`src/common/pst_pkg.sv`:
```
// constants and types for the precipitation settings interpreter
// assumes a single 25 MHz clock and commands already parsed from the serial link
package pst_pkg;
    // ----------------------------------------
    // timing
    // ----------------------------------------
    localparam int CLK_PERIOD_NS = 32'h0000_0028;
    localparam int SEC_NS = 32'h3B9A_CA00;
    localparam int SEC_CYCLES = SEC_NS / CLK_PERIOD_NS;
    localparam logic [3:0] ONOFF_DELAY_S = 4'hA;
    localparam logic [15:0] DUR_STEP_S = 16'h000A;
    // ----------------------------------------
    // ranges and reset values
    // ----------------------------------------
    localparam logic [15:0] SEL_RST = 16'hFC80;
    localparam logic [11:0] INTERVAL_RST = 12'h03C;
    localparam logic [11:0] INTERVAL_MIN = 12'h001;
    localparam logic [11:0] INTERVAL_MAX = 12'hE10;
    localparam logic [15:0] LIMIT_RST = 16'h0064;
    localparam logic [15:0] LIMIT_MIN = 16'h0064;
    // counts per tipping-bucket step: 0.1 mm of 0.01 mm, or 0.01 in of 0.001 in
    localparam logic [3:0] TIP_STEP = 4'hA;
    // ----------------------------------------
    // enumerations
    // ----------------------------------------
    typedef enum logic [1:0] {
        PST_AS_ONOFF = 2'h0, PST_AS_TIP = 2'h1, PST_AS_TIME = 2'h2
    } pst_auto_t;
    typedef enum logic [1:0] {
        PST_RM_MANUAL = 2'h0, PST_RM_AUTO = 2'h1, PST_RM_LIMIT = 2'h2, PST_RM_IMMED = 2'h3
    } pst_rmode_t;
    typedef enum logic [1:0] {
        PST_HU_METRIC = 2'h0, PST_HU_IMPERIAL = 2'h1, PST_HU_HITS = 2'h2
    } pst_hunit_t;
    typedef enum logic {PST_PU_METRIC = 1'h0, PST_PU_IMPERIAL = 1'h1} pst_punit_t;
    typedef enum logic [2:0] {
        PST_OP_QUERY = 3'h0, PST_OP_CHANGE = 3'h1, PST_OP_CLEAR = 3'h2,
        PST_OP_PRECIP_POLL = 3'h3, PST_OP_COMP_POLL = 3'h4
    } pst_op_t;
    typedef enum logic [1:0] {
        PST_MSG_AUTO = 2'h0, PST_MSG_POLL = 2'h1, PST_MSG_COMP = 2'h2
    } pst_msg_t;
    typedef enum logic [1:0] {
        PST_ST_IDLE = 2'h0, PST_ST_WAIT = 2'h1, PST_ST_RAIN = 2'h3
    } pst_state_t;
endpackage

```
`src/hw/pst_precip_interp.sv`:
```
// precipitation settings interpreter: holds settings, runs counters and autosend
// assumes a parser in front that delivers one decoded command per cmd_valid pulse
module pst_precip_interp #(
    parameter int SEC_CYCLES = pst_pkg::SEC_CYCLES
) (
    // clock and reset
    input wire logic mclk,
    input wire logic rst,
    // decoded command
    input wire logic cmd_valid,
    input wire logic [2:0] cmd_op,
    input wire logic [7:0] cmd_addr,
    input wire logic [7:0] dev_addr,
    input wire logic cmd_sdi,
    // field writes of a change command
    input wire logic wr_sel,
    input wire logic [15:0] sel_val,
    input wire logic wr_interval,
    input wire logic [11:0] interval_val,
    input wire logic wr_units,
    input wire logic units_val,
    input wire logic wr_hail,
    input wire logic [1:0] hail_val,
    input wire logic wr_auto,
    input wire logic [1:0] auto_val,
    input wire logic wr_reset,
    input wire logic [1:0] reset_val,
    input wire logic wr_rlim,
    input wire logic [15:0] rlim_val,
    input wire logic wr_hlim,
    input wire logic [15:0] hlim_val,
    // sensor side
    input wire logic proto_auto,
    input wire logic rain_inc,
    input wire logic hail_inc,
    input wire logic precip_on,
    input wire logic rain_intensity_zero,
    // settings
    output logic [7:0] precip_sel,
    output logic [7:0] composite_sel,
    output logic [11:0] update_interval,
    output logic precip_units,
    output logic [1:0] hail_units,
    output logic [1:0] autosend_mode,
    output logic [1:0] reset_mode,
    output logic [15:0] rain_limit,
    output logic [15:0] hail_limit,
    // counters
    output logic [15:0] rain_amount,
    output logic [15:0] hail_amount,
    output logic [15:0] rain_duration,
    output logic intensity_clear,
    // messages and replies
    output logic msg_valid,
    output logic [1:0] msg_kind,
    output logic [15:0] msg_rain_amount,
    output logic [15:0] msg_hail_amount,
    output logic reply_valid,
    output logic [2:0] reply_op,
    output logic reply_report,
    output logic reply_refused
);
    localparam int SW = $clog2(SEC_CYCLES);

    // ----------------------------------------
    // helpers
    // ----------------------------------------
    // a clear and an increment in one cycle leaves a count of one, so no hit is lost
    function automatic logic [15:0] next_count(input logic [15:0] cur, input logic inc,
            input logic clr, input logic [15:0] lim, input logic lim_en);
        logic [15:0] n;
        n = clr ? 16'h0000 : cur;
        if (inc) begin
            n = n + 16'h0001;
            if (lim_en && n >= lim) begin
                n = 16'h0000;
            end
        end
        return n;
    endfunction

    // ----------------------------------------
    // command decode
    // ----------------------------------------
    logic addr_ok, is_change, poll, comp, clr_cmd;
    logic ivl_ok, rlim_ok, hlim_ok, hail_ok, auto_ok, refused;
    logic take_ivl, units_chg, hail_chg, reset_chg, immed_cmd, clear_all;
    assign addr_ok = cmd_valid && cmd_addr == dev_addr;
    assign is_change = addr_ok && cmd_op == pst_pkg::PST_OP_CHANGE;
    assign poll = addr_ok && cmd_op == pst_pkg::PST_OP_PRECIP_POLL;
    assign comp = addr_ok && cmd_op == pst_pkg::PST_OP_COMP_POLL;
    assign clr_cmd = addr_ok && cmd_op == pst_pkg::PST_OP_CLEAR;
    assign ivl_ok = interval_val >= pst_pkg::INTERVAL_MIN
        && interval_val <= pst_pkg::INTERVAL_MAX;
    assign rlim_ok = rlim_val >= pst_pkg::LIMIT_MIN;
    assign hlim_ok = hlim_val >= pst_pkg::LIMIT_MIN;
    assign hail_ok = hail_val != 2'h3;
    assign auto_ok = auto_val != 2'h3;
    assign refused = is_change && ((wr_interval && !ivl_ok) || (wr_rlim && !rlim_ok)
        || (wr_hlim && !hlim_ok) || (wr_hail && !hail_ok) || (wr_auto && !auto_ok));
    assign take_ivl = is_change && wr_interval && ivl_ok;
    assign units_chg = is_change && wr_units && units_val != precip_units;
    assign hail_chg = is_change && wr_hail && hail_ok && hail_val != hail_units;
    assign reset_chg = is_change && wr_reset && reset_val != reset_mode;
    assign immed_cmd = is_change && wr_reset
        && reset_val == pst_pkg::PST_RM_IMMED;

    // ----------------------------------------
    // settings
    // ----------------------------------------
    always_ff @(posedge mclk) begin
        if (rst) begin
            precip_sel <= pst_pkg::SEL_RST[15:8];
            composite_sel <= pst_pkg::SEL_RST[7:0];
            update_interval <= pst_pkg::INTERVAL_RST;
            precip_units <= pst_pkg::PST_PU_METRIC;
            hail_units <= pst_pkg::PST_HU_METRIC;
            autosend_mode <= pst_pkg::PST_AS_ONOFF;
            reset_mode <= pst_pkg::PST_RM_MANUAL;
            rain_limit <= pst_pkg::LIMIT_RST;
            hail_limit <= pst_pkg::LIMIT_RST;
        end else if (is_change) begin
            if (wr_sel) begin
                precip_sel <= sel_val[15:8];
                composite_sel <= sel_val[7:0];
            end
            if (take_ivl) begin
                update_interval <= interval_val;
            end
            if (wr_units) begin
                precip_units <= units_val;
            end
            if (wr_hail && hail_ok) begin
                hail_units <= hail_val;
            end
            if (wr_auto && auto_ok) begin
                autosend_mode <= auto_val;
            end
            if (wr_reset) begin
                reset_mode <= reset_val;
            end
            if (wr_rlim && rlim_ok) begin
                rain_limit <= rlim_val;
            end
            if (wr_hlim && hlim_ok) begin
                hail_limit <= hlim_val;
            end
        end
    end

    // ----------------------------------------
    // second tick and time-based interval
    // ----------------------------------------
    logic [SW-1:0] sec_cnt;
    logic sec_tick;
    logic [11:0] ivl_cnt;
    logic send_time;
    assign sec_tick = sec_cnt == SW'(SEC_CYCLES - 1);
    assign send_time = autosend_mode == pst_pkg::PST_AS_TIME && sec_tick
        && ivl_cnt >= update_interval - 12'h001;

    always_ff @(posedge mclk) begin
        if (rst || sec_tick) begin
            sec_cnt <= '0;
        end else begin
            sec_cnt <= sec_cnt + SW'(1);
        end
    end

    // restarting on a new interval avoids a burst of sends when it is shortened
    always_ff @(posedge mclk) begin
        if (rst || take_ivl || send_time) begin
            ivl_cnt <= 12'h000;
        end else if (sec_tick) begin
            ivl_cnt <= ivl_cnt + 12'h001;
        end
    end

    // ----------------------------------------
    // on/off event tracking
    // ----------------------------------------
    pst_pkg::pst_state_t state;
    logic [3:0] s10;
    logic step10, send_onoff;
    assign step10 = sec_tick && s10 == pst_pkg::ONOFF_DELAY_S - 4'h1;
    assign send_onoff = (state == pst_pkg::PST_ST_WAIT && step10)
        || (state == pst_pkg::PST_ST_RAIN && rain_intensity_zero);

    always_ff @(posedge mclk) begin
        if (rst || autosend_mode != pst_pkg::PST_AS_ONOFF) begin
            state <= pst_pkg::PST_ST_IDLE;
        end else begin
            unique case (state)
                pst_pkg::PST_ST_IDLE: begin
                    if (precip_on) begin
                        state <= pst_pkg::PST_ST_WAIT;
                    end
                end
                pst_pkg::PST_ST_WAIT: begin
                    if (step10) begin
                        state <= pst_pkg::PST_ST_RAIN;
                    end
                end
                pst_pkg::PST_ST_RAIN: begin
                    if (rain_intensity_zero) begin
                        state <= pst_pkg::PST_ST_IDLE;
                    end
                end
                default: state <= pst_pkg::PST_ST_IDLE;
            endcase
        end
    end

    always_ff @(posedge mclk) begin
        if (rst || state == pst_pkg::PST_ST_IDLE || step10) begin
            s10 <= 4'h0;
        end else if (sec_tick) begin
            s10 <= s10 + 4'h1;
        end
    end

    always_ff @(posedge mclk) begin
        if (rst || clear_all || state == pst_pkg::PST_ST_IDLE) begin
            rain_duration <= 16'h0000;
        end else if (step10) begin
            rain_duration <= rain_duration + pst_pkg::DUR_STEP_S;
        end
    end

    // ----------------------------------------
    // autosend and messages
    // ----------------------------------------
    logic [3:0] tip_cnt;
    logic tip_fire, auto_fire, auto_pend, auto_req, precip_emit;
    assign tip_fire = rain_inc && tip_cnt == pst_pkg::TIP_STEP - 4'h1;
    // tip count runs in native units, so one step is 0.1 mm or 0.01 in alike
    assign auto_fire = proto_auto && (
        (autosend_mode == pst_pkg::PST_AS_TIP && tip_fire)
        || send_time
        || (autosend_mode == pst_pkg::PST_AS_ONOFF && send_onoff));
    // an autosend meeting a composite poll is held one cycle rather than dropped
    assign auto_req = auto_fire || auto_pend;
    assign precip_emit = poll || (auto_req && !comp);

    always_ff @(posedge mclk) begin
        if (rst || clear_all || tip_fire) begin
            tip_cnt <= 4'h0;
        end else if (rain_inc) begin
            tip_cnt <= tip_cnt + 4'h1;
        end
    end

    always_ff @(posedge mclk) begin
        if (rst) begin
            auto_pend <= 1'b0;
            msg_valid <= 1'b0;
            msg_kind <= pst_pkg::PST_MSG_AUTO;
            msg_rain_amount <= 16'h0000;
            msg_hail_amount <= 16'h0000;
        end else begin
            auto_pend <= auto_req && comp;
            msg_valid <= precip_emit || comp;
            if (comp) begin
                msg_kind <= pst_pkg::PST_MSG_COMP;
            end else if (poll) begin
                msg_kind <= pst_pkg::PST_MSG_POLL;
            end else begin
                msg_kind <= pst_pkg::PST_MSG_AUTO;
            end
            if (precip_emit || comp) begin
                msg_rain_amount <= rain_amount;
                msg_hail_amount <= hail_amount;
            end
        end
    end

    // ----------------------------------------
    // counters
    // ----------------------------------------
    logic lim_en;
    assign lim_en = reset_mode == pst_pkg::PST_RM_LIMIT;
    assign clear_all = units_chg || hail_chg || reset_chg || immed_cmd || clr_cmd
        || (reset_mode == pst_pkg::PST_RM_AUTO && precip_emit);

    always_ff @(posedge mclk) begin
        if (rst) begin
            rain_amount <= 16'h0000;
            hail_amount <= 16'h0000;
            intensity_clear <= 1'b0;
        end else begin
            rain_amount <= next_count(rain_amount, rain_inc, clear_all,
                rain_limit, lim_en);
            hail_amount <= next_count(hail_amount, hail_inc, clear_all,
                hail_limit, lim_en);
            intensity_clear <= hail_chg || reset_chg;
        end
    end

    // ----------------------------------------
    // command replies
    // ----------------------------------------
    always_ff @(posedge mclk) begin
        if (rst) begin
            reply_valid <= 1'b0;
            reply_op <= pst_pkg::PST_OP_QUERY;
            reply_report <= 1'b0;
            reply_refused <= 1'b0;
        end else begin
            reply_valid <= addr_ok && (cmd_op == pst_pkg::PST_OP_QUERY
                || is_change || clr_cmd);
            reply_op <= cmd_op;
            reply_report <= addr_ok && (cmd_op == pst_pkg::PST_OP_QUERY
                || (is_change && !cmd_sdi));
            reply_refused <= refused;
        end
    end
endmodule

```
`config.mk`:
```
export PLATFORM = sky130hd
export DESIGN_NAME = pst_precip_interp
export DESIGN_NICKNAME = d
export VERILOG_FILES = /design/src/common/pst_pkg.sv /design/src/hw/pst_precip_interp.sv
export SDC_FILE = /design/constraint.sdc
export NUM_CORES = 1
export LEC_CHECK = 0
export BUFFER_PORTS_ARGS = -buffer_cell sky130_fd_sc_hd__buf_2
export CORE_ASPECT_RATIO = 0.8
export CORE_UTILIZATION = 40
export DETAILED_ROUTE_END_ITERATION = 16
export PLACE_DENSITY = 0.65
export SETUP_SLACK_MARGIN = 0.02
export SLEW_MARGIN = 20
export SYNTH_ARGS = -nofsm -noshare
export SYNTH_HDL_FRONTEND = slang
export SYNTH_SLANG_ARGS = --single-unit
export TNS_END_PERCENT = 30
```
`constraint.sdc`:
```
create_clock -name mclk -period 7.2 [get_ports mclk]
set_input_delay 0.36 -clock mclk [delete_from_list [all_inputs] [get_ports mclk]]
set_output_delay 0.36 -clock mclk [all_outputs]
set_load 0.02 [all_outputs]
```
After elaboration in Yosys (flattened, before gate mapping). Cells that the tools add are included.

Bits of input ports: 103. Register bits after elaboration: 205. Output and inout bits: 157. Logic and storage cells: 170.

Magnitude comparators: 7. Add/subtract/negate cells: 8. Reduce and logical (&&, ||, !) cells: 92. Mux-type cells: 12. Eq/ne operators: 23.

Operator list (number): $mux 16 (6); $logic_and 1x1->1 (43); $add 16x1->16 const B (2); $ge 16x16->1 (2); $ge 16x7->1 const B (2); $logic_or 1x1->1 (28); $add 25x1->25 const B (1); $eq 25x25->1 const B (1); $add 16x4->16 const B (1); $reduce_and 2->1 (8); $add 12x1->12 const B (1); $ge 12x1->1 const B (1); $ge 12x12->1 (1); $le 12x12->1 const B (1); $sub 12x1->12 const B (1); $ne 2x2->1 const B (5); $add 4x1->4 const B (2); $eq 2x2->1 const B (4); $eq 4x4->1 const B (2); $eq 8x8->1 (1); $mux 2 (4); $logic_not 1->1 (7); $eq 2x1->1 const B (3); $eq 3x2->1 const B (2); other kinds (11) (13).

Longest topological paths before layout.
Depth after elaboration: 18. Depth in mapped cells: 25. Depth with buffers taken out: 22.

Least setup slack after synthesis. Ideal clock, no wire load.

Path kind: register -> register. Start: register update_interval[2]. End: register rain_amount[11]. Arrival time: 5160 ps. Required time: 7130 ps. Stages on the path, launching flop included: 25. Path buffers: 3. Path slack: 1970 ps. Library setup time: 70 ps. Path through: dfxtp_1 > nor3_1 > nand2_1 > or2_2 > nor4_1 > xnor2_1 > ha_1 > a21o_1 > a21oi_1 > o32ai_1 > o2111a_1 > o31a_1 > or2_2 > buf_4 > buf_4 > nor2_1 > ha_1 > and4_1 > a32oi_1 > a21boi_0 > o31a_1 > nor3_1 > clkbuf_1 > nand3b_1 > a21oi_1.

Longest elaborated chain between the ends: 17.

RTL lines: start: declaration (line pst_precip_interp.sv:41) `output logic [11:0] update_interval,`; start signal: assignment (line pst_precip_interp.sv:115) `update_interval <= pst_pkg::INTERVAL_RST;`; start signal: assignment (line pst_precip_interp.sv:128) `update_interval <= interval_val;`; $sub 12x1->12 (*) (line pst_precip_interp.sv:160) `&& ivl_cnt >= update_interval - 12'h001;`; $ge 12x12->1 (*) (line pst_precip_interp.sv:160); $logic_and 1x1->1 (*) (line pst_precip_interp.sv:160); $logic_or 1x1->1 (*) (line pst_precip_interp.sv:239) `|| send_time`; $logic_or 1x1->1 (*) (line pst_precip_interp.sv:240) `|| (autosend_mode == pst_pkg::PST_AS_ONOFF && send_onoff));`; $logic_and 1x1->1 (*) (line pst_precip_interp.sv:237) `assign auto_fire = proto_auto && (`; $logic_or 1x1->1 (*) (line pst_precip_interp.sv:242) `assign auto_req = auto_fire || auto_pend;`; $logic_and 1x1->1 (*) (line pst_precip_interp.sv:243) `assign precip_emit = poll || (auto_req && !comp);`; $logic_or 1x1->1 (*) (line pst_precip_interp.sv:243); $logic_and 1x1->1 (*) (line pst_precip_interp.sv:283) `|| (reset_mode == pst_pkg::PST_RM_AUTO && precip_emit);`; $logic_or 1x1->1 (*) (line pst_precip_interp.sv:283); $mux 16 (*) (line pst_precip_interp.sv:72) `n = clr ? 16'h0000 : cur;`; $add 16x1->16 (line pst_precip_interp.sv:74) `n = n + 16'h0001;`; $ge 16x16->1 (line pst_precip_interp.sv:75) `if (lim_en && n >= lim) begin`; $logic_and 1x1->1 (line pst_precip_interp.sv:75); $mux 16 (line pst_precip_interp.sv:75); $mux 16 (*) (line pst_precip_interp.sv:73) `if (inc) begin`; end signal: assignment (line pst_precip_interp.sv:291) `rain_amount <= next_count(rain_amount, rain_inc, clear_all,`; end: declaration (line pst_precip_interp.sv:49) `output logic [15:0] rain_amount,`.

Mark *: on every way between the ends. The rest lies on a longest branch, timed or not. A chain may end at the register's enable or synchronous reset.

Worst setup path in the final report.
Start: register update_interval[1]. End: register rain_amount[8].

The elaborated chain is that of the path after synthesis.

==> impl_metrics.ini <==
[place]
gp_congestion = 0.821
placed_cells = 1815
hpwl_um = 21900
io_buffers = 258

[sta]
maxSlewViolCount = 0
fin_skew_ns = 0.0116
tightest_slew_ns = 1.06
min_period_ns = 5.95
whs_ns = 0.0633
fin_setup_tns_ns = 0
setup_viol = 0
hold_viol = 0
clock.fmax_mhz = 168
fin_crit_sh = 0.827
slew_headroom = 0.288
rsz0062_at_grt = false

[synthesis]
yosys.area_share.adder = 0.0615
synth_fp_nets = 1423
syn_area_um2 = 10600
ys_types = 67
synth_top_family_by_area = simple AND/OR/NAND/NOR gates
dominantRegCellSynth = dfxtp_1
synth_edf_count = 0
synthMuxAreaShare = 0.0748
synthXorXnorAreaFrac = 0.0870
postSynthCellCount = 1268
ys_seq_elements = 204
yosys.area_share.simple = 0.257
synth_warnings = 0
avgSynthCellArea_um2 = 8.34
synth_compound_area_frac = 0.0813
async_flop_share = 0
ys_seq_area_frac = 0.386

[drt]
drtAntennaViolNets = 0
viasPerCell = 5.06
wire_per_inst_um = 15.7
vias = 9366
drcViolationCount = 0
drt_iter0_drc = 463
drtPass1Iterations = 5
routed_wl_um = 29100

[layout]
fin_cells = 1851
syn2layout_area_growth_pct = 20.7
drive_gt1_frac = 0.215
n_antenna_cell = 0
layout_commonest_cell = buf_2
layout_common_cells = buf_2, dfxtp_1, nand2_1
fin_nets = 1644

[critical_path]
cp_max_fo = 47
crit_path_end_kind = flop
criticalPathCategory = flop to flop
arrival_ns = 6.38
cp.required_ns = 7.62
crit_path_start_kind = flop

[floorplan]
die_w_um = 184
row_count = 52
coreArea_um2 = 25600
die_h_um = 147
start_util = 0.412
ios = 260
dieArea_um2 = 27100

[pwr]
total_power_uw = 2400
pwr-share-clk = 0.472
ir_drop_mv = 0.191
switching_share = 0.227
p_leak_uw = 0.00561
seq_power_share = 0.477
p_switching_uw = 544
p_per_area_nw_per_um2 = 188
p_int_uw = 1850
combPwrFrac = 0.051

[outcome]
status = complete, no violations

[clock_tree]
clock-sinks = 204
cts_hold_buf = 0
cts_buffers = 23
clockBufferDepth = 3
cts_tree = yes
cts-root-buf = clkbuf_16
insertion_delay_ns = 0.51
path_clk_slew_ns = 0.06
ctsResizeCount = 0
cts_setup_buffers = 0
h-tree-depth = 1

[worst_hold_path]
min_path_type = input pin to flop

[flow_run]
max_cap_viol_count = 0

[global_route]
antenna_found_initial = 0
grt_pass1_vias = 8752
track_usage = 0.210
grt_start_max_net_pins = 69
grt-ovfl-total = 0
grt_first_pass_wirelength_um = 45600
-- flip-flops by register name (all words and copies together), names as in the netlist, 2 cells and up --
register,count
reset_mode,2
msg_rain_amount,16
s10,4
hail_amount,16
precip_sel,8
sec_cnt,25
rain_amount,16
reply_op,3
state,2
hail_limit,16
rain_limit,16
ivl_cnt,12
tip_cnt,4
autosend_mode,2
msg_kind,2
composite_sel,8
hail_units,2
rain_duration,15
update_interval,12
msg_hail_amount,16
-- cells by family after synthesis --
group / Yosys count
adders and majority gates: 52
other: 1
AOI/OAI and AO/OA: 126
DFF: 204
and+or+nand+nor: 570
xor gates and xnor gates: 105
muxes: 79
buffers and inverters: 131
-- critical path, cell delays in order (launching register included) --
cell and delay (ns):
dfxtp_1 0.34, nor3_1 0.31, nand2_1 0.14, or2_2 0.31
nor3b_1 0.26, xnor2_1 0.11, ha_1 0.29, and4_1 0.21
nand2_1 0.06, o32ai_1 0.22, o2111a_1 0.31, o31a_1 0.22
or2_2 0.74, nor2_1 0.13, ha_1 0.33, and4_1 0.22
a32oi_1 0.14, a21boi_0 0.10, o31a_1 0.35, nor3_2 0.52
buf_4 0.31, nand3_1 0.09, a31oi_1 0.16
-- through the flow --
step | utilization | cell area, um2 | setup WS [ns]
after floorplan | - | 10600 | 1.97
after global placement | 0.470 | 12100 | 1.42
after detailed placement | 0.470 | 12100 | 1.27
after CTS | 0.498 | 12800 | 1.24
after global routing | 0.498 | 12800 | 0.673
final | 0.498 | 12800 | 1.25
-- final cells by class --
cell class	instances	area, um2
Fill cell	2529	12900
Multi-Input combinational cell	933	5940
Sequential cell	204	4080
Timing Repair Buffer	267	1360
Clock buffer	29	618
Tap cell	351	439
Inverter	60	225
Clock inverter	7	91.3
-- metal layers --
metal | wire length (um) | vias up | track usage
met3 | 1850 | 28 | 0.0352
met4 | 547 | 0 | 0.0471
met1 | 14400 | 4299 | 0.296
li1 | - | 4766 | -
met2 | 12400 | 273 | 0.334
met5 | 0 | - | 0
-- cell usage after synthesis (3+ instances only) --
library cell  number  area share
a2111oi_0          3      0.0025
a211oi_1           5      0.0036
a21o_1             9      0.0064
a21oi_1           35       0.017
a31oi_1           11      0.0065
and2_1             6      0.0036
and3_1            22       0.013
and4_1             6      0.0050
buf_1              4      0.0014
buf_2              9      0.0043
buf_4              5      0.0036
buf_6              4      0.0043
clkbuf_1          49       0.017
dfxtp_1          204        0.39
ha_1              52       0.062
inv_1             60       0.021
mux2i_1           79       0.075
nand2_1          174       0.062
nand2b_1          11      0.0065
nand3_1           52       0.025
nand3b_1           5      0.0036
nand4_1           19       0.011
nor2_1           162       0.058
nor2_2             3      0.0018
nor2b_1           11      0.0065
nor3_1            35       0.017
nor3_2             5      0.0047
nor3b_1            7      0.0050
nor4_1            28       0.017
nor4b_1            3      0.0025
o211ai_1           7      0.0050
o21a_1             3      0.0021
o21ai_0           22       0.010
o31ai_1            5      0.0036
or2_2              7      0.0041
or4_1              4      0.0028
xnor2_1           52       0.043
xor2_1            53       0.044
-- final timing paths --
kind	slack, ns	to	cells after the start	startpoint
max	1.25	rain_amount[8]$_SDFF_PP0_	22	update_interval[1]$_SDFFE_PP0P_
min	0.06	precip_sel[3]$_SDFFE_PP1P_	3	sel_val[11]
max reg2reg	1.25	rain_amount[8]$_SDFF_PP0_	22	update_interval[1]$_SDFFE_PP0P_
min reg2reg	0.44	composite_sel[3]$_SDFFE_PP0P_	2	composite_sel[3]$_SDFFE_PP0P_
-- power groups by stage --
| stage | combinational [uW] | sequential, uW | clock (uW) |
|---|---|---|---|
| after global placement | 119 | 1170 | 0 |
| final | 122 | 1140 | 1130 |
| after CTS | 122 | 1140 | 1160 |
| after detailed placement | 122 | 1170 | 0 |
| after global routing | 135 | 1140 | 1210 |
| after floorplan | 62.1 | 1170 | 0 |
No activity file was read; power rests on OpenSTA's default activity.
